**src/core/sfe_defines.svh**
```systemverilog
`ifndef SFE_DEFINES_SVH
`define SFE_DEFINES_SVH
// Register offsets on the plain register port.
`define SFE_REG_STATUS 8'h00
`define SFE_REG_FUNC 8'h04
`define SFE_REG_ERR 8'h08
`define SFE_REG_MODE 8'h0c
`define SFE_REG_DYN 8'h10
`define SFE_REG_PERS 8'h14
// Status byte fields.
`define SFE_ST_BUSY 0
`define SFE_ST_WEL 1
`define SFE_ST_BP 2
`define SFE_ST_QE 6
`define SFE_ST_STATUS_WRITE_GUARD 7
// Function byte fields.
`define SFE_FR_RSTOFF 0
`define SFE_FR_PPAUSE 2
`define SFE_FR_EPAUSE 3
`define SFE_FR_IRL 4
// Error and mode fields.
`define SFE_ER_WIPE 0
`define SFE_ER_GUARD 1
`define SFE_MD_4B 0
// Reset values.
`define SFE_BP_RST 4'h0
`define SFE_GUARD_RST 16'h0000
// Opcodes.
`define SFE_OP_SECT_A 8'hd7
`define SFE_OP_SECT_B 8'h20
`define SFE_OP_SECT_W 8'h21
`define SFE_OP_B32 8'h52
`define SFE_OP_B32_W 8'h5c
`define SFE_OP_BBIG 8'hd8
`define SFE_OP_BBIG_W 8'hdc
`define SFE_OP_CHIP_A 8'hc7
`define SFE_OP_CHIP_B 8'h60
`define SFE_OP_PROG 8'h02
`define SFE_OP_PROG_W 8'h12
`define SFE_OP_LSET 8'h06
`define SFE_OP_LCLR 8'h04
`define SFE_OP_SFETCH 8'h05
`define SFE_OP_FFETCH 8'h48
`define SFE_OP_SSTORE 8'h01
`define SFE_OP_FSTORE 8'h42
`define SFE_OP_QIN 8'h35
`define SFE_OP_QOUT 8'hf5
`define SFE_OP_PAUSE_A 8'h75
`define SFE_OP_PAUSE_B 8'hb0
`define SFE_OP_CONT_A 8'h7a
`define SFE_OP_CONT_B 8'h30
// Geometry and timing.
`define SFE_SECT_BYTES 32'h0000_1000
`define SFE_B32_BYTES 32'h0000_8000
`define SFE_CLK_NS 5
`define SFE_SUS_LAT_NS 100000
`define SFE_RES_GAP_NS 80000
`endif

```
**src/core/sfe_pkg.sv**
```systemverilog
package sfe_pkg;
  typedef enum logic [2:0] {
    k_none, k_sector, k_blk32, k_blkbig, k_chip, k_prog, k_status_store_cmd
  } sfe_kind_e;
  typedef enum logic [1:0] {st_ready, st_run, st_pause} sfe_state_e;
endpackage : sfe_pkg

```
**src/core/sfe_timer.sv**
```systemverilog
`timescale 1ns/1ps
`default_nettype none
module sfe_timer #(
  parameter int W = 32
) (
  // Clock and reset.
  input wire logic clock,
  input wire logic reset,
  // Control.
  input wire logic start,
  input wire logic [W-1:0] load,
  input wire logic hold,
  // State.
  output logic busy,
  output logic done
);
  logic [W-1:0] cnt_q;
  logic done_q;
  wire logic tick = (cnt_q != '0) && !hold;

  if (W < 2) begin : g_bad_w
    $error("sfe_timer width too small");
  end

  // A held count keeps its remainder, so a resumed run finishes its time.
  always_ff @(posedge clock) begin
    if (reset) begin
      cnt_q <= '0;
      done_q <= 1'b0;
    end else begin
      if (start) begin
        cnt_q <= load;
      end else if (tick) begin
        cnt_q <= cnt_q - 1'b1;
      end
      done_q <= !start && tick && (cnt_q == W'(1));
    end
  end

  assign busy = cnt_q != '0;
  assign done = done_q;
endmodule : sfe_timer
`default_nettype wire

```
**src/core/sfe_ctrl.sv**
```systemverilog
// Summary of operation
// - Erase sets every bit of the addressed unit only; others untouched.
// - Uniform 4 Kbyte sectors; 32/64/256 Kbyte blocks are whole sectors.
// - Sector erase D7h/20h use mode address width; 21h always four bytes.
// - Block erase 52h/D8h use mode width; 5Ch/DCh always four bytes.
// - Chip erase C7h/60h is opcode only and erases all but guarded regions.
// - Self-timed work starts only on select release after a whole command.
// - Busy bit is one while an erase runs, zero when finished.
// - Write latch clears automatically when any erase completes.
// - Chip erase refused with nonzero protect level; both error flags set.
// - Chip erase skips guarded regions without raising error flags.
// - 06h sets the write latch; latch is clear after power-up.
// - Write-type operations need the latch and clear it on completion.
// - 04h clears the write latch, disabling write-type commands.
// - 05h returns status, also while an operation runs.
// - 01h writes protect level, write guard and quad enable, latch needed.
// - 42h sets one-time bits that never return to zero.
// - 35h enters four-bit command mode until F5h or power cycle.
// - Exit is taken only as a two-clock nibble cycle, high nibble first.
// - Pause stops sector, block erase or program, not chip erase.
// - Pause sets program or erase paused flag and clears the latch.
// - After pause, commands are refused until ready; busy shows it.
// - While paused, status writes, same-kind work and its area refused.
// - Continue restarts work and clears the paused flag; gap before pause.
// - While programming runs, only the status read and pause are accepted.
//
// Chosen here: the address map and strobed register access.
`timescale 1ns/1ps
`default_nettype none
`include "sfe_defines.svh"
module sfe_ctrl
  import sfe_pkg::*;
#(
  parameter int BIG_BLOCK_KB = 64,
  parameter int GUARD_W = 16,
  parameter int SECT_CYC = 8000,
  parameter int B32_CYC = 16000,
  parameter int BBIG_CYC = 32000,
  parameter int CHIP_CYC = 200000,
  parameter int PROG_CYC = 1000,
  parameter int STATUS_STORE_CMD_CYC = 2000,
  parameter int SUS_CYC = (`SFE_SUS_LAT_NS + `SFE_CLK_NS - 1) / `SFE_CLK_NS,
  parameter int GAP_CYC = (`SFE_RES_GAP_NS + `SFE_CLK_NS - 1) / `SFE_CLK_NS
) (
  // Clock and reset.
  input wire logic clock,
  input wire logic reset,
  // Serial pins.
  input wire logic chip_select_n,
  input wire logic serial_clock,
  input wire logic [3:0] io_in,
  output logic [3:0] io_out,
  output logic [3:0] io_oe,
  // Register port.
  input wire logic [7:0] reg_addr,
  input wire logic [31:0] reg_wdata,
  input wire logic reg_wr,
  input wire logic reg_rd,
  output logic [31:0] reg_rdata,
  // Array side.
  output logic wipe_go,
  output logic wipe_all,
  output logic [31:0] wipe_base,
  output logic [31:0] wipe_bytes,
  output logic [GUARD_W-1:0] wipe_skip,
  output logic prog_go,
  output logic [31:0] prog_addr,
  output logic busy_in_progress
);
  if (!(BIG_BLOCK_KB == 64 || BIG_BLOCK_KB == 256) || GUARD_W < 1 ||
      GUARD_W > 16 || SECT_CYC < 1 || B32_CYC < 1 || BBIG_CYC < 1 ||
      CHIP_CYC < 1 || PROG_CYC < 1 || STATUS_STORE_CMD_CYC < 1 || SUS_CYC < 1 ||
      GAP_CYC < 1) begin : g_bad_param
    $error("sfe_ctrl parameter out of range");
  end

  // Bytes a complete command needs, opcode included.
  function automatic logic [3:0] frame_len(input logic [7:0] c,
                                           input logic fb);
    logic [3:0] ab;
    ab = fb ? 4'h4 : 4'h3;
    case (c)
      `SFE_OP_SECT_A, `SFE_OP_SECT_B, `SFE_OP_B32,
      `SFE_OP_BBIG: frame_len = 4'h1 + ab;
      `SFE_OP_SECT_W, `SFE_OP_B32_W, `SFE_OP_BBIG_W: frame_len = 4'h5;
      `SFE_OP_PROG: frame_len = 4'h2 + ab;
      `SFE_OP_PROG_W: frame_len = 4'h6;
      `SFE_OP_SSTORE, `SFE_OP_FSTORE: frame_len = 4'h2;
      `SFE_OP_CHIP_A, `SFE_OP_CHIP_B, `SFE_OP_LSET, `SFE_OP_LCLR,
      `SFE_OP_QIN, `SFE_OP_QOUT, `SFE_OP_PAUSE_A, `SFE_OP_PAUSE_B,
      `SFE_OP_CONT_A, `SFE_OP_CONT_B: frame_len = 4'h1;
      default: frame_len = 4'h0;
    endcase
  endfunction : frame_len

  function automatic sfe_kind_e kind_of(input logic [7:0] c);
    case (c)
      `SFE_OP_SECT_A, `SFE_OP_SECT_B, `SFE_OP_SECT_W: kind_of = k_sector;
      `SFE_OP_B32, `SFE_OP_B32_W: kind_of = k_blk32;
      `SFE_OP_BBIG, `SFE_OP_BBIG_W: kind_of = k_blkbig;
      `SFE_OP_CHIP_A, `SFE_OP_CHIP_B: kind_of = k_chip;
      `SFE_OP_PROG, `SFE_OP_PROG_W: kind_of = k_prog;
      `SFE_OP_SSTORE: kind_of = k_status_store_cmd;
      default: kind_of = k_none;
    endcase
  endfunction : kind_of

  // Erase units are whole sectors, so aligning to the span never splits one.
  function automatic logic [31:0] span_of(input sfe_kind_e k);
    case (k)
      k_sector: span_of = `SFE_SECT_BYTES;
      k_blk32: span_of = `SFE_B32_BYTES;
      default: span_of = 32'(BIG_BLOCK_KB) << 10;
    endcase
  endfunction : span_of

  function automatic logic [31:0] cyc_of(input sfe_kind_e k);
    case (k)
      k_sector: cyc_of = 32'(SECT_CYC);
      k_blk32: cyc_of = 32'(B32_CYC);
      k_blkbig: cyc_of = 32'(BBIG_CYC);
      k_chip: cyc_of = 32'(CHIP_CYC);
      k_prog: cyc_of = 32'(PROG_CYC);
      default: cyc_of = 32'(STATUS_STORE_CMD_CYC);
    endcase
  endfunction : cyc_of

  sfe_state_e st_q;
  sfe_kind_e kind_q;
  logic [7:0] cmd_q, dat_q;
  logic [3:0] cnt_q, bp_q, irl_q;
  logic [31:0] addr_q, rdata_q, wipe_base_q, wipe_bytes_q, prog_addr_q;
  logic [GUARD_W-1:0] dyn_q, pers_q, wipe_skip_q;
  logic [1:0] err_q;
  logic wel_q, qe_q, status_write_guard_q, quad_q, fourb_q, rstoff_q, pp_q, ep_q;
  logic wipe_go_q, wipe_all_q, prog_go_q;
  logic [7:0] status, func;
  logic rx_valid, frame_start, frame_end, frame_whole, tx_en;
  logic [7:0] rx_byte, tx_byte;
  logic op_busy, op_done, sus_busy, gap_busy;

  sfe_link u_link (
    .clock(clock),
    .reset(reset),
    .cs_n_pin(chip_select_n),
    .sck_pin(serial_clock),
    .io_pin(io_in),
    .io_out(io_out),
    .io_oe(io_oe),
    .quad(quad_q),
    .tx_en(tx_en),
    .tx_byte(tx_byte),
    .rx_valid(rx_valid),
    .rx_byte(rx_byte),
    .frame_start(frame_start),
    .frame_end(frame_end),
    .frame_whole(frame_whole)
  );

  // Command decode from the bytes of the frame just closed.
  wire sfe_kind_e cmd_kind = kind_of(cmd_q);
  wire logic [3:0] need = frame_len(cmd_q, fourb_q);
  wire logic open_len = (cmd_q == `SFE_OP_SSTORE) || (cmd_kind == k_prog);
  wire logic len_ok = (need != 4'h0) &&
                      (open_len ? (cnt_q >= need) : (cnt_q == need));
  wire logic running = st_q == st_run;
  wire logic ready = st_q == st_ready;
  // Pause settling blocks everything, the status and function reads excepted.
  wire logic go = frame_end && frame_whole && len_ok && !sus_busy;
  wire logic is_erase = (cmd_kind == k_sector) || (cmd_kind == k_blk32) ||
                        (cmd_kind == k_blkbig) || (cmd_kind == k_chip);
  wire logic bp_set = bp_q != 4'h0;
  wire logic e_lset = go && (cmd_q == `SFE_OP_LSET) && !running;
  wire logic e_lclr = go && (cmd_q == `SFE_OP_LCLR) && !running;
  wire logic e_wipe = go && is_erase && wel_q && ready &&
                      !((cmd_kind == k_chip) && bp_set);
  wire logic e_reject = go && (cmd_kind == k_chip) && wel_q && ready &&
                        bp_set;
  wire logic e_prog = go && (cmd_kind == k_prog) && wel_q && ready;
  wire logic e_status_store_cmd = go && (cmd_kind == k_status_store_cmd) && wel_q && ready;
  wire logic e_function_store_cmd = go && (cmd_q == `SFE_OP_FSTORE) && wel_q && ready;
  wire logic e_qin = go && (cmd_q == `SFE_OP_QIN) && !quad_q && !running;
  wire logic e_qout = go && (cmd_q == `SFE_OP_QOUT) && quad_q &&
                      !running;
  wire logic e_pause = go && ((cmd_q == `SFE_OP_PAUSE_A) ||
                       (cmd_q == `SFE_OP_PAUSE_B)) && running &&
                       (kind_q != k_chip) && (kind_q != k_status_store_cmd) &&
                       !gap_busy && !op_done;
  wire logic e_resume = go && ((cmd_q == `SFE_OP_CONT_A) ||
                        (cmd_q == `SFE_OP_CONT_B)) && (st_q == st_pause);
  wire logic op_start = e_wipe || e_prog || e_status_store_cmd;
  assign tx_en = (cnt_q != 4'h0) && ((cmd_q == `SFE_OP_SFETCH) ||
                 ((cmd_q == `SFE_OP_FFETCH) && !running));
  assign tx_byte = (cmd_q == `SFE_OP_FFETCH) ? func : status;
  wire logic [31:0] span = span_of(cmd_kind);
  wire logic reg_clr = reg_wr && (reg_addr == `SFE_REG_ERR);

  sfe_timer u_op (
    .clock(clock),
    .reset(reset),
    .start(op_start),
    .load(cyc_of(cmd_kind)),
    .hold(st_q == st_pause),
    .busy(op_busy),
    .done(op_done)
  );
  sfe_timer u_sus (
    .clock(clock),
    .reset(reset),
    .start(e_pause),
    .load(32'(SUS_CYC)),
    .hold(1'b0),
    .busy(sus_busy),
    .done()
  );
  sfe_timer u_gap (
    .clock(clock),
    .reset(reset),
    .start(e_resume),
    .load(32'(GAP_CYC)),
    .hold(1'b0),
    .busy(gap_busy),
    .done()
  );

  always_comb begin
    status = 8'h00;
    status[`SFE_ST_BUSY] = busy_in_progress;
    status[`SFE_ST_WEL] = wel_q;
    status[`SFE_ST_BP+:4] = bp_q;
    status[`SFE_ST_QE] = qe_q;
    status[`SFE_ST_STATUS_WRITE_GUARD] = status_write_guard_q;
    func = 8'h00;
    func[`SFE_FR_RSTOFF] = rstoff_q;
    func[`SFE_FR_PPAUSE] = pp_q;
    func[`SFE_FR_EPAUSE] = ep_q;
    func[`SFE_FR_IRL+:4] = irl_q;
  end

  // Frame byte capture.
  always_ff @(posedge clock) begin
    if (reset) begin
      cnt_q <= 4'h0;
      cmd_q <= 8'h00;
      dat_q <= 8'h00;
      addr_q <= 32'h0;
    end else if (frame_start) begin
      cnt_q <= 4'h0;
      addr_q <= 32'h0;
    end else if (rx_valid) begin
      cnt_q <= (cnt_q == 4'hf) ? cnt_q : cnt_q + 4'h1;
      if (cnt_q == 4'h0) begin
        cmd_q <= rx_byte;
      end
      if (cnt_q == 4'h1) begin
        dat_q <= rx_byte;
      end
      if (cnt_q != 4'h0 && cnt_q < need && !open_len) begin
        addr_q <= {addr_q[23:0], rx_byte};
      end else if (cnt_q != 4'h0 && cnt_q < need - 4'h1) begin
        addr_q <= {addr_q[23:0], rx_byte};
      end
    end
  end

  // Operation state and the latch.
  always_ff @(posedge clock) begin
    if (reset) begin
      st_q <= st_ready;
      kind_q <= k_none;
      wel_q <= 1'b0;
      pp_q <= 1'b0;
      ep_q <= 1'b0;
    end else begin
      case (st_q)
        st_ready: begin
          if (op_start) begin
            st_q <= st_run;
            kind_q <= cmd_kind;
          end
        end
        st_run: begin
          if (op_done) begin
            st_q <= st_ready;
            kind_q <= k_none;
          end else if (e_pause) begin
            st_q <= st_pause;
            pp_q <= kind_q == k_prog;
            ep_q <= kind_q != k_prog;
          end
        end
        default: begin
          if (e_resume) begin
            st_q <= st_run;
            pp_q <= 1'b0;
            ep_q <= 1'b0;
          end
        end
      endcase
      if (e_lset) begin
        wel_q <= 1'b1;
      end else if (e_lclr || op_done || e_pause || e_function_store_cmd) begin
        wel_q <= 1'b0;
      end
    end
  end

  // Status, function, mode and guard bits.
  always_ff @(posedge clock) begin
    if (reset) begin
      bp_q <= `SFE_BP_RST;
      qe_q <= 1'b0;
      status_write_guard_q <= 1'b0;
      quad_q <= 1'b0;
      rstoff_q <= 1'b0;
      irl_q <= 4'h0;
      err_q <= 2'b00;
      fourb_q <= 1'b0;
      dyn_q <= GUARD_W'(`SFE_GUARD_RST);
      pers_q <= GUARD_W'(`SFE_GUARD_RST);
    end else begin
      if (e_status_store_cmd) begin
        bp_q <= dat_q[`SFE_ST_BP+:4];
        qe_q <= dat_q[`SFE_ST_QE];
        status_write_guard_q <= dat_q[`SFE_ST_STATUS_WRITE_GUARD];
      end
      if (e_function_store_cmd) begin
        rstoff_q <= rstoff_q | dat_q[`SFE_FR_RSTOFF];
        irl_q <= irl_q | dat_q[`SFE_FR_IRL+:4];
      end
      if (e_qin) begin
        quad_q <= 1'b1;
      end else if (e_qout) begin
        quad_q <= 1'b0;
      end
      // A refusal in the clearing cycle still leaves its flags set.
      err_q <= (err_q & ~(reg_clr ? reg_wdata[1:0] : 2'b00)) |
               {2{e_reject}};
      if (reg_wr && reg_addr == `SFE_REG_MODE) begin
        fourb_q <= reg_wdata[`SFE_MD_4B];
      end
      if (reg_wr && reg_addr == `SFE_REG_DYN) begin
        dyn_q <= reg_wdata[GUARD_W-1:0];
      end
      if (reg_wr && reg_addr == `SFE_REG_PERS) begin
        pers_q <= reg_wdata[GUARD_W-1:0];
      end
    end
  end

  // Array requests, registered one cycle after acceptance.
  always_ff @(posedge clock) begin
    if (reset) begin
      wipe_go_q <= 1'b0;
      wipe_all_q <= 1'b0;
      wipe_base_q <= 32'h0;
      wipe_bytes_q <= 32'h0;
      wipe_skip_q <= '0;
      prog_go_q <= 1'b0;
      prog_addr_q <= 32'h0;
    end else begin
      wipe_go_q <= e_wipe;
      prog_go_q <= e_prog;
      if (e_wipe) begin
        wipe_all_q <= cmd_kind == k_chip;
        wipe_base_q <= (cmd_kind == k_chip) ? 32'h0 :
                       (addr_q & ~(span - 32'h1));
        wipe_bytes_q <= (cmd_kind == k_chip) ? 32'h0 : span;
        wipe_skip_q <= (cmd_kind == k_chip) ? (dyn_q | pers_q) : '0;
      end
      if (e_prog) begin
        prog_addr_q <= addr_q;
      end
    end
  end

  wire logic [31:0] rsel = (reg_addr == `SFE_REG_STATUS) ? 32'(status) :
                           (reg_addr == `SFE_REG_FUNC) ? 32'(func) :
                           (reg_addr == `SFE_REG_ERR) ? 32'(err_q) :
                           (reg_addr == `SFE_REG_MODE) ? 32'(fourb_q) :
                           (reg_addr == `SFE_REG_DYN) ? 32'(dyn_q) :
                           (reg_addr == `SFE_REG_PERS) ? 32'(pers_q) :
                           32'h0;
  always_ff @(posedge clock) begin
    if (reset) begin
      rdata_q <= 32'h0;
    end else begin
      rdata_q <= reg_rd ? rsel : 32'h0;
    end
  end

  assign reg_rdata = rdata_q;
  assign wipe_go = wipe_go_q;
  assign wipe_all = wipe_all_q;
  assign wipe_base = wipe_base_q;
  assign wipe_bytes = wipe_bytes_q;
  assign wipe_skip = wipe_skip_q;
  assign prog_go = prog_go_q;
  assign prog_addr = prog_addr_q;
  assign busy_in_progress = running || sus_busy;
endmodule : sfe_ctrl
`default_nettype wire

```
**src/core/sfe_link.sv**
```systemverilog
`timescale 1ns/1ps
`default_nettype none
module sfe_link (
  // Clock and reset.
  input wire logic clock,
  input wire logic reset,
  // Pins.
  input wire logic cs_n_pin,
  input wire logic sck_pin,
  input wire logic [3:0] io_pin,
  output logic [3:0] io_out,
  output logic [3:0] io_oe,
  // Core side.
  input wire logic quad,
  input wire logic tx_en,
  input wire logic [7:0] tx_byte,
  output logic rx_valid,
  output logic [7:0] rx_byte,
  output logic frame_start,
  output logic frame_end,
  output logic frame_whole
);
  logic [5:0] s1_q, s2_q;
  logic [1:0] hist_q;
  logic [7:0] sr_q, tx_q, byte_q;
  logic [2:0] bit_q;
  logic valid_q, load_q;
  logic [3:0] out_q, oe_q;

  // Select, clock and data pass the same two stages, so data is settled
  // when the sampled clock edge is seen.
  wire logic cs_n = s2_q[5];
  wire logic sck = s2_q[4];
  wire logic rise = sck && !hist_q[0] && !cs_n;
  wire logic fall = !sck && hist_q[0] && !cs_n;
  wire logic [2:0] step = quad ? 3'h4 : 3'h1;
  wire logic [7:0] sr_d = quad ? {sr_q[3:0], s2_q[3:0]} :
                                 {sr_q[6:0], s2_q[0]};

  always_ff @(posedge clock) begin
    if (reset) begin
      s1_q <= 6'h20;
      s2_q <= 6'h20;
      hist_q <= 2'b10;
    end else begin
      s1_q <= {cs_n_pin, sck_pin, io_pin};
      s2_q <= s1_q;
      hist_q <= s2_q[5:4];
    end
  end

  always_ff @(posedge clock) begin
    if (reset) begin
      bit_q <= 3'h0;
      sr_q <= 8'h00;
      byte_q <= 8'h00;
      valid_q <= 1'b0;
    end else begin
      valid_q <= rise && (bit_q + step == 3'h0);
      if (frame_start) begin
        bit_q <= 3'h0;
      end else if (rise) begin
        bit_q <= bit_q + step;
        sr_q <= sr_d;
        if (bit_q + step == 3'h0) begin
          byte_q <= sr_d;
        end
      end
    end
  end

  // Reply bits change on the falling edge, high bit or nibble first.
  always_ff @(posedge clock) begin
    if (reset) begin
      load_q <= 1'b0;
      tx_q <= 8'h00;
      out_q <= 4'h0;
      oe_q <= 4'h0;
    end else begin
      load_q <= valid_q;
      if (load_q) begin
        tx_q <= tx_byte;
      end else if (fall && tx_en) begin
        tx_q <= quad ? {tx_q[3:0], 4'h0} : {tx_q[6:0], 1'b0};
      end
      if (cs_n) begin
        oe_q <= 4'h0;
      end else if (fall && tx_en) begin
        out_q <= quad ? tx_q[7:4] : {2'b00, tx_q[7], 1'b0};
        oe_q <= quad ? 4'hf : 4'h2;
      end
    end
  end

  assign rx_valid = valid_q;
  assign rx_byte = byte_q;
  assign frame_start = !cs_n && hist_q[1];
  assign frame_end = cs_n && !hist_q[1];
  assign frame_whole = bit_q == 3'h0;
  assign io_out = out_q;
  assign io_oe = oe_q;
endmodule : sfe_link
`default_nettype wire

```
**config.mk**
```make
export PLATFORM = sky130hd
export DESIGN_NAME = sfe_ctrl
export DESIGN_NICKNAME = d
export VERILOG_FILES = /design/src/core/sfe_pkg.sv /design/src/core/sfe_timer.sv /design/src/core/sfe_ctrl.sv /design/src/core/sfe_link.sv
export VERILOG_INCLUDE_DIRS = /design/src /design/src/core
export SDC_FILE = /design/constraint.sdc
export NUM_CORES = 1
export LEC_CHECK = 0
export BUFFER_PORTS_ARGS = -buffer_cell sky130_fd_sc_hd__buf_2
export CAP_MARGIN = 20
export CELL_PAD_IN_SITES_DETAIL_PLACEMENT = 1
export CELL_PAD_IN_SITES_GLOBAL_PLACEMENT = 2
export CORE_ASPECT_RATIO = 0.9
export CORE_UTILIZATION = 39
export CTS_BUF_LIST = sky130_fd_sc_hd__clkbuf_8
export DETAILED_ROUTE_END_ITERATION = 7
export PLACE_DENSITY_LB_ADDON = 0.1
export SYNTH_ARGS = -nofsm -noshare
export SYNTH_HDL_FRONTEND = slang
export SYNTH_SLANG_ARGS = --single-unit
```
**constraint.sdc**
```tcl
create_clock -name clock -period 11.6 [get_ports clock]
set_clock_uncertainty 0.2 [all_clocks]
set_input_delay 1.74 -clock clock [delete_from_list [all_inputs] [get_ports clock]]
set_output_delay 1.74 -clock clock [all_outputs]
set_load 0.005 [all_outputs]
```
**After elaboration in Yosys (flattened, before gate mapping)**

Cells that the tools add are included.

- Input bits: 50
- Logic and storage cells: 304
- ROM bits: 0
- Output and inout port bits: 156
- Memory bits (writable): 0
- Memories: 0
- Bits in latches: 0
- Register bits: 401

- Multiplexer cells: 51
- Shifts and indexed selects: 0
- Reduce and logical (&&, ||, !) cells: 133
- Multiply operators: 0
- Equality and inequality tests: 49
- Bitwise gates (word level): 13
- Divide/modulo/power cells: 0
- Magnitude comparators: 3
- $add $sub $neg: 9

Operator list:

| cell | number |
|---|---|
| $mux W32 | 6 |
| $sub A32 B1 Y32 const B | 4 |
| $reduce_bool A32 Y1 | 3 |
| $pmux W18 S5 | 1 |
| $mux W8 | 9 |
| $logic_and A1 B1 Y1 | 60 |
| $eq A8 B7 Y1 const B | 7 |
| $eq A8 B8 Y1 const B | 6 |
| $mux W16 | 3 |
| $pmux W17 S2 | 1 |
| $and A32 B32 Y32 | 1 |
| $eq A32 B1 Y1 const B | 1 |
| $eq A8 B3 Y1 const B | 4 |
| $eq A8 B6 Y1 const B | 4 |
| $not A32 Y32 | 1 |
| $mux W15 | 2 |
| $mux W14 | 2 |
| $eq A8 B5 Y1 const B | 3 |
| $pmux W4 S6 | 1 |
| $reduce_or A2 Y1 | 10 |
| $pmux W3 S6 | 1 |
| $reduce_bool A2 Y1 | 9 |
| $eq A8 B4 Y1 const B | 2 |
| $or A16 B16 Y16 | 1 |
| other kinds (50) | 116 |

**Longest topological paths before layout**

Gate-level depths: netlist of the first run.

- Word-level depth: 19
- Gate-level depth with buffers: 19
- Gate-level depth less buffers: 16

**Hierarchy**

Synthesis of the first run repeated with hierarchy kept, for this count alone.

- Cell total of the unflattened synthesis: 2016
- Area total of the unflattened synthesis: 16950.0 µm²

By module, submodules not included:

| module | cells each | sequential area each (µm²) | area each (µm²) | instances |
|---|---|---|---|---|
| sfe_ctrl | 1094 | 3923.8 | 8851.0 | 1 |
| sfe_timer (u_gap ...) | 245 | 660.6 | 2072.0 | 2 |
| sfe_timer (u_sus) | 239 | 660.6 | 2029.4 | 1 |
| sfe_link | 193 | 960.9 | 1925.6 | 1 |

**Least setup slack after synthesis of the first run**

No wires, ideal clock.

- Path kind: flip-flop to flip-flop
- From: register cmd_q[6]
- To: register u_op.cnt_q[6]
- Stages on the path, launching flop included: 18
- Buffers on the path: 2
- Arrival time: 4.587 ns
- Setup time: 0.095 ns
- Slack: 6.718 ns
- Period minus slack after synthesis: 4.882 ns
- Required time: 11.305 ns
- Cells stage by stage: dfxtp_1 -> clkbuf_1 -> clkbuf_1 -> or4b_2 -> nor2_1 -> a21oi_1 -> o21ai_0 -> a2111o_1 -> inv_1 -> ha_1 -> ha_1 -> or4b_2 -> nor3_1 -> o2111ai_1 -> or4b_1 -> nand2_1 -> o22ai_1 -> a221oi_1

- Cells in the longest elaborated chain, start to end: 16
- Elaborated cells between the ends (all ways): 66
- Classes of those cells: 1 x order compare; 28 x eq/ne; 5 x mux; 32 x reduce/logical

RTL lines:

| element | RTL line | text |
|---|---|---|
| start: declaration | sfe_ctrl.sv:130 | `logic [7:0] cmd_q, dat_q;` |
| start signal: assignment | sfe_ctrl.sv:253 | `cmd_q <= rx_byte;` |
| parallel branches: the longest is 16 deep, another holds $ge A4 B4 Y1 | - |  |
| end signal: assignment | sfe_timer.sv:32 | `cnt_q <= load;` |
| end signal: assignment | sfe_timer.sv:34 | `cnt_q <= cnt_q - 1'b1;` |
| end: declaration | sfe_timer.sv:17 | `logic [W-1:0] cnt_q;` |

Parallel ways; which one is timed is not known.
A chain may end at the register's enable or synchronous reset.

**Worst setup path after layout of the first run**

- From: register cmd_q[1]
- To: register wipe_bytes_q[15] (netlist: wipe_bytes[15])

- Cells in the longest elaborated chain, start to end: 13
- Elaborated cells between the ends (all ways): 56
- Classes of those cells: 1 x order compare; 27 x eq/ne; 5 x mux; 23 x reduce/logical

RTL lines:

| element | RTL line | text |
|---|---|---|
| parallel branches: the longest is 13 deep, another holds $ge A4 B4 Y1 | - |  |
| end signal: assignment | sfe_ctrl.sv:368 | `wipe_bytes_q <= (cmd_kind == k_chip) ? 32'h0 : span;` |
| end: declaration | sfe_ctrl.sv:132 | `logic [31:0] addr_q, rdata_q, wipe_base_q, wipe_bytes_q, prog_addr_q;` |

Parallel ways; which one is timed is not known.

==> reports/results.ini, run 1 <==
[logic_synthesis]
async_flop_share_pct = 0
syn_area_um2 = 15200
muxShareOfSynthArea_pct = 6.30
synthCells = 1792
synth_edf_count = 0
synthFlopType = dfxtp_1
synth_top_family_by_area = simple AND/OR/NAND/NOR gates
synthSimpleGateAreaFrac_pct = 24.1
synthAdderAreaFrac_pct = 1.57
synth_warnings = 0
synth_seq_cells = 341
yosys.area.top_type = dfxtp_1
synth_compound_area_share_pct = 12.1
yosys.area.top_type_share_pct = 45.0
syn_avg_cell_area_um2 = 8.46
synth-xor-area-share_pct = 4.45
seq_area_frac_synth_pct = 45.0
synthTopCellsByArea = dfxtp_1 (45%), nor2_1 (6.3%), nand2_1 (5.8%)
ys_types = 71

[min_path]
holdPathEnd = u_link.io_oe[1]$_SDFFE_PP0P_
hp-class = reg2reg
whs_path_depth = 2
hp-start = u_link.io_oe[1]$_SDFFE_PP0P_

[setup_path]
cp-end-kind = flop
critPathTopFamily = simple AND/OR/NAND/NOR gates
reg2reg_depth = 16
path_max_fanout = 24
critPathLaunchType = flop
cp_slowest_cell = nand2_1
critPathKind = reg2reg
r2r-start = cmd_q[1]$_SDFFE_PP0P_
slowest_delay_ns = 0.67
crit_chain = or2_2, o32ai_1, nand2_1, nand4_1, a2111o_1, inv_1, ha_1, ha_1, or4b_2, nor3_1, nand3_1, nor3_1, nand2_1, buf_4, or3_1, a21oi_1
critPathLaunch = cmd_q[1]$_SDFFE_PP0P_
cp_num_buf_inv = 2
r2r_end = wipe_bytes[15]$_SDFFE_PP0P_
critPathArrivalTime_ns = 7.24
required_ns = 11.96
r2r_slack_ns = 4.71

[clock_network]
cts-root-buf = clkbuf_8
htreeDepth = 2
clock-sinks = 341
postCtsSetupBuffers = 0
numCtsBuffers = 58
cts_resized = 0
cts_tree = built
clkSlewWorstSetupHoldPaths_ns = 0.06
clock_latency_ns = 0.65
cts_hold_buf = 0
clockBufferDepth = 3

[timing]
grt_setup_unrepaired = no
min_period_ns = 6.89
finalCritPeriodShare_pct = 59.4
max_slew_margin_pct = 30.3
tightest_slew_ns = 1.05
setup_violations = 0
fmax_ghz = 0.145
drv_slew = 0
finalSetupTns_ns = 0
hold_viol = 0
whs_ns = 0.237

[final_layout]
mostFrequentLayoutCells = dfxtp_1 (341), nor2_1 (255), nand2_1 (234), a21oi_1 (175), buf_2 (131)
area_growth_pct = 12.8
utilization_pct = 44.6
drive_above_1_share_pct = 13.9
fillers = 4638
final_common_cell = dfxtp_1
fin_nets = 1960

[pwr]
p_leak_nw = 6.68
powerDensity_nw_per_um2 = 215
power_mw = 3.68
peakVddDrop_v = 0.0000921

[global_route]
grt_start_max_net_pins = 94
grt_usage_pct = 20.8
globalRouteOverflowTotal = 0
antenna_found_initial = 2
grt_pass1_vias = 12500
grt_pass1_wl_um = 67000

[flow_run]
drv_cap = 0

[placed_design]
finalWeightedCongestion = 0.790
io_buffers = 132
dpl.hpwl_um = 27900

[route]
route.vias.total = 12600
wl_per_cell_um = 16.9
wl_um = 41600
first_pass_iters = 4
drc = 0
drt-vias-per-instance = 5.12
drt_iter0_drc = 678
postRouteAntennaNets = 0

[outcome]
status = finished clean

[floorplanning]
core_um2 = 38400
die_w_um = 210
start_util_pct = 39.5
placementRows = 68
die_y_um = 189
dieArea_um2 = 39700
ios = 206

==> layer usage <==
metal  up-vias  GRT usage, %  routed length [um]
met5         -             0                  10
met4         2          5.19                 577
met3        49          4.59                1670
met2       168          34.4               19600
met1      6138          27.5               19700
li1       6275             -                   -
==> area by class of cell <==
| type | count | area, um2 | share of cell area [%] |
|---|---|---|---|
| clock inverter | 36 | 166 | 0.973 |
| clock buffer | 72 | 991 | 5.79 |
| tap | 525 | 657 | 3.84 |
| antenna | 1 | 2.50 | 0.0146 |
| timing repair buffer | 149 | 795 | 4.64 |
| multi-input combinational | 1323 | 7600 | 44.4 |
| inverter | 18 | 67.6 | 0.395 |
| sequential | 341 | 6830 | 39.9 |
==> metrics by stage <==
step | std cells | worst slack [ns] | area, um2
finish | 2465 | 4.71 | 17100
CTS | 2463 | 4.67 | 17100
global route | 2464 | 4.18 | 17100
detailed placement | 2355 | 4.75 | 15900
floorplan | 1848 | 6.72 | 15400
global placement | 2355 | 4.80 | 15900
==> Yosys cell counts (7+ instances only) <==
library cell / count
a211oi_1: 26
a21oi_1: 175
a22oi_1: 12
a31oi_1: 12
buf_2: 10
buf_4: 59
clkbuf_1: 87
dfxtp_1: 341
ha_1: 19
inv_1: 18
mux2_2: 12
mux2i_1: 82
nand2_1: 234
nand2b_1: 23
nand3_1: 49
nand3b_1: 14
nand4_1: 16
nor2_1: 255
nor2b_1: 19
nor3_1: 39
nor3b_1: 13
nor4_1: 25
o211ai_1: 19
o21a_1: 7
o21ai_0: 16
or2_2: 9
or3_1: 20
or4_1: 14
xnor2_1: 43
xor2_1: 34
==> power breakdown <==
part,internal [mW],switching [mW]
sequential,1.33,0.147
combinational,0.474,0.664
clock,0.560,0.503
==> worst register-to-register path: stages (launching register included) <==
cell      delay [ns]
dfxtp_1         0.49
or2_2           0.41
o32ai_1         0.32
nand2_1         0.61
nand4_1         0.29
a2111o_1        0.17
inv_1           0.07
ha_1            0.20
ha_1            0.19
or4b_2          0.60
nor3_1          0.59
nand3_1         0.44
nor3_1          0.60
nand2_1         0.67
buf_4           0.47
or3_1           0.34
a21oi_1         0.13
==> sequential cells by signal (all words and copies together) (netlist names), 6 cells and up <==
register	count
u_link.sr_q	7
wipe_skip	16
u_link.rx_byte	8
u_link.s2_q	6
u_op.cnt_q	32
dyn_q	16
u_link.tx_q	8
cmd_q	8
addr_q	32
wipe_base	20
dat_q	7
u_gap.cnt_q	32
u_sus.cnt_q	32
u_link.s1_q	6
reg_rdata	16
prog_addr	32
pers_q	16
==> cell families (layout without fill, tap and decap cells) <==
| group | Yosys count | count (layout) |
|---|---|---|
| simple gates | 769 | 769 |
| flops | 341 | 341 |
| compound gates | 307 | 307 |
| buf+inv | 184 | 275 |
| mux | 94 | 94 |
| xor+xnor | 77 | 77 |
| fa+ha+maj | 19 | 19 |
| other cells | 1 | 58 |
==> worst max path at each step <==
stage,end,slack (ns),cells after the start
CTS,wipe_bytes[15]$_SDFFE_PP0P_,4.67,16
floorplan,u_op.cnt_q[6]$_SDFFE_PP0P_,6.72,17
finish,wipe_bytes[15]$_SDFFE_PP0P_,4.71,16
global placement,wipe_bytes[15]$_SDFFE_PP0P_,4.80,16
global route,wipe_bytes[15]$_SDFFE_PP0P_,4.18,16
detailed placement,wipe_bytes[15]$_SDFFE_PP0P_,4.75,16
No activity file was read; power rests on OpenSTA's default activity.
==> inputs of run 2 (changes only) <==
- CORE_UTILIZATION: 39 -> 36
- clock period: 11.6 -> 7.02 ns (I/O delays scaled with it)
==> reports/results.ini, run 2 (synthesized netlist as in run 1, its figures left out) <==
[outcome]
status = finished clean

[global_route]
antenna_found_initial = 0
grt_usage_pct = 20.3
globalRouteOverflowTotal = 0
grt_start_max_net_pins = 101
grt_pass1_vias = 12800
grt_pass1_wl_um = 69900

[placed_design]
finalWeightedCongestion = 0.794
dpl.hpwl_um = 29500
detailedPlace.worstSlack_ns = 1.22
dp_cells = 2374
io_buffers = 132

[floorplanning]
placementRows = 70
die_y_um = 197
die_w_um = 218
ios = 206
core_um2 = 41100
dieArea_um2 = 43000
start_util_pct = 36.9

[clock_network]
htreeDepth = 2
postCtsSetupBuffers = 0
cts_resized = 0
clock_latency_ns = 0.65
cts_tree = built
clock-sinks = 341
numCtsBuffers = 60
cts_hold_buf = 0
cts-root-buf = clkbuf_8
clockBufferDepth = 3
clkSlewWorstSetupHoldPaths_ns = 0.06

[timing]
finalSetupTns_ns = 0
max_slew_margin_pct = 28.3
finalCritPeriodShare_pct = 82.9
layout_setup_ws_ns = 1.20
fmax_ghz = 0.172
min_period_ns = 5.82
setup_violations = 0
hold_viol = 0
grt_setup_unrepaired = no
tightest_slew_ns = 1.07
drv_slew = 0

[setup_path]
cp-end-kind = flop
reg2reg_depth = 17
critPathArrivalTime_ns = 6.16
r2r_slack_ns = 1.20
critPathLaunchType = flop
critPathKind = reg2reg
cp_slowest_cell = nand2_1
r2r-start = cmd_q[1]$_SDFFE_PP0P_
r2r_end = wipe_bytes[15]$_SDFFE_PP0P_
required_ns = 7.37
crit_chain = or2_2, o32ai_1, nand2_1, nand4_1, a2111o_1, inv_1, ha_1, ha_1, or4b_2, nor3_1, buf_4, nand3_1, nor3_1, nand2_1, buf_4, or3_1, a21oi_1
path_max_fanout = 41
slowest_delay_ns = 0.60

[route]
top_layer = met4
drt-vias-per-instance = 5.11
postRouteAntennaNets = 0
dr_wl_met2_um = 19900
wl_per_cell_um = 17.5
wl_um = 43300
routed-wl-met3_um = 1290
met1_length_um = 21300
drc = 0
first_pass_iters = 4
drt_iter0_drc = 518
route.vias.total = 12700

[min_path]
holdPathEnd = u_link.s2_q[5]$_SDFF_PP1_
whs_path_depth = 1
hp-class = reg2reg
hp-start = u_link.s1_q[5]$_SDFF_PP1_

[pwr]
p_leak_nw = 6.71
power.internal_mw = 4.02
peakVddDrop_v = 0.000157
switching_power_mw = 2.18
combPwrFrac_pct = 30.4
powerDensity_nw_per_um2 = 360
power_frac_clock_pct = 30.3
power.share.sequential_pct = 39.3
p_sw_share_pct = 35.2
power_mw = 6.20

[final_layout]
drive_above_1_share_pct = 14.4
mostFrequentLayoutCells = dfxtp_1 (341), nor2_1 (255), nand2_1 (234), a21oi_1 (175), buf_2 (131)
final_common_cell = dfxtp_1
antennaDiodeCount = 0
fin_cells = 2477
fin_nets = 1965
area_growth_pct = 13.6

[flow_run]
drv_cap = 0

==> run 2: cell types whose count changed in the layout (fill, tap and decap cells not counted), moves of 2 or more <==
cell        delta
clkinvlp_4     -2
clkbuf_8       +5
buf_4          +3
bufinv_16      +2
inv_1         -11
==> run 2: power by group through the flow <==
stage | Clock, mW | Sequential, mW | Combinational [mW]
after floorplan | 0 | 2.41 | 1.52
after global placement | 0 | 2.46 | 1.82
after detailed placement | 0 | 2.47 | 1.89
after CTS | 1.95 | 2.43 | 1.91
after global routing | 2.04 | 2.48 | 2.13
final | 1.88 | 2.44 | 1.88
==> run 2: how the worst max path moves through the flow <==
stage	from	depth (start not counted)	endpoint	slack, ns
2_1_floorplan	cmd_q[6]$_SDFFE_PP0P_	17	u_op.cnt_q[6]$_SDFFE_PP0P_	2.14
3_3_place_gp	cmd_q[1]$_SDFFE_PP0P_	17	wipe_bytes[15]$_SDFFE_PP0P_	1.37
3_5_place_dp	cmd_q[1]$_SDFFE_PP0P_	17	wipe_bytes[15]$_SDFFE_PP0P_	1.22
4_1_cts	cmd_q[1]$_SDFFE_PP0P_	17	wipe_bytes[15]$_SDFFE_PP0P_	1.15
5_1_grt	cmd_q[1]$_SDFFE_PP0P_	17	wipe_bytes[15]$_SDFFE_PP0P_	0.71
6_report	cmd_q[1]$_SDFFE_PP0P_	17	wipe_bytes[15]$_SDFFE_PP0P_	1.20
==> run 2: area by class of cell <==
type	count	area [um2]
multi-input cells	1323	7610
fillers	4919	23800
flip-flops and latches	341	6830
inverters	18	67.6
repair buffers	152	817
well taps	540	676
clock inverters	26	175
clock buffers	77	1060
==> run 2: critical path, delay by kind of cell (launching register included) <==
kind	cells	cell delay, ns
AND/OR/NAND/NOR	9	3.43
flip-flops	1	0.48
AO/OA/AOI/OAI	3	0.62
adder cells (fa/ha/maj)	2	0.39
buffers and inverters	3	0.57
==> run 2: through the flow <==
step | cell area [um2] | util, % | hold slack [ns]
finish | 17200 | 42.0 | 0.211
global route | 17200 | 42.0 | 0.238
CTS | 17200 | 42.0 | 0.214
detailed placement | 16000 | 38.9 | 0.199
global placement | 16000 | 38.9 | 0.205
floorplan | 15400 | - | 0.189
==> run 2: routing by layer <==
metal,global-route usage (%),up-vias
met5,0,-
met3,2.95,58
met4,5.72,0
met1,28.1,6156
li1,-,6277
met2,32.6,163
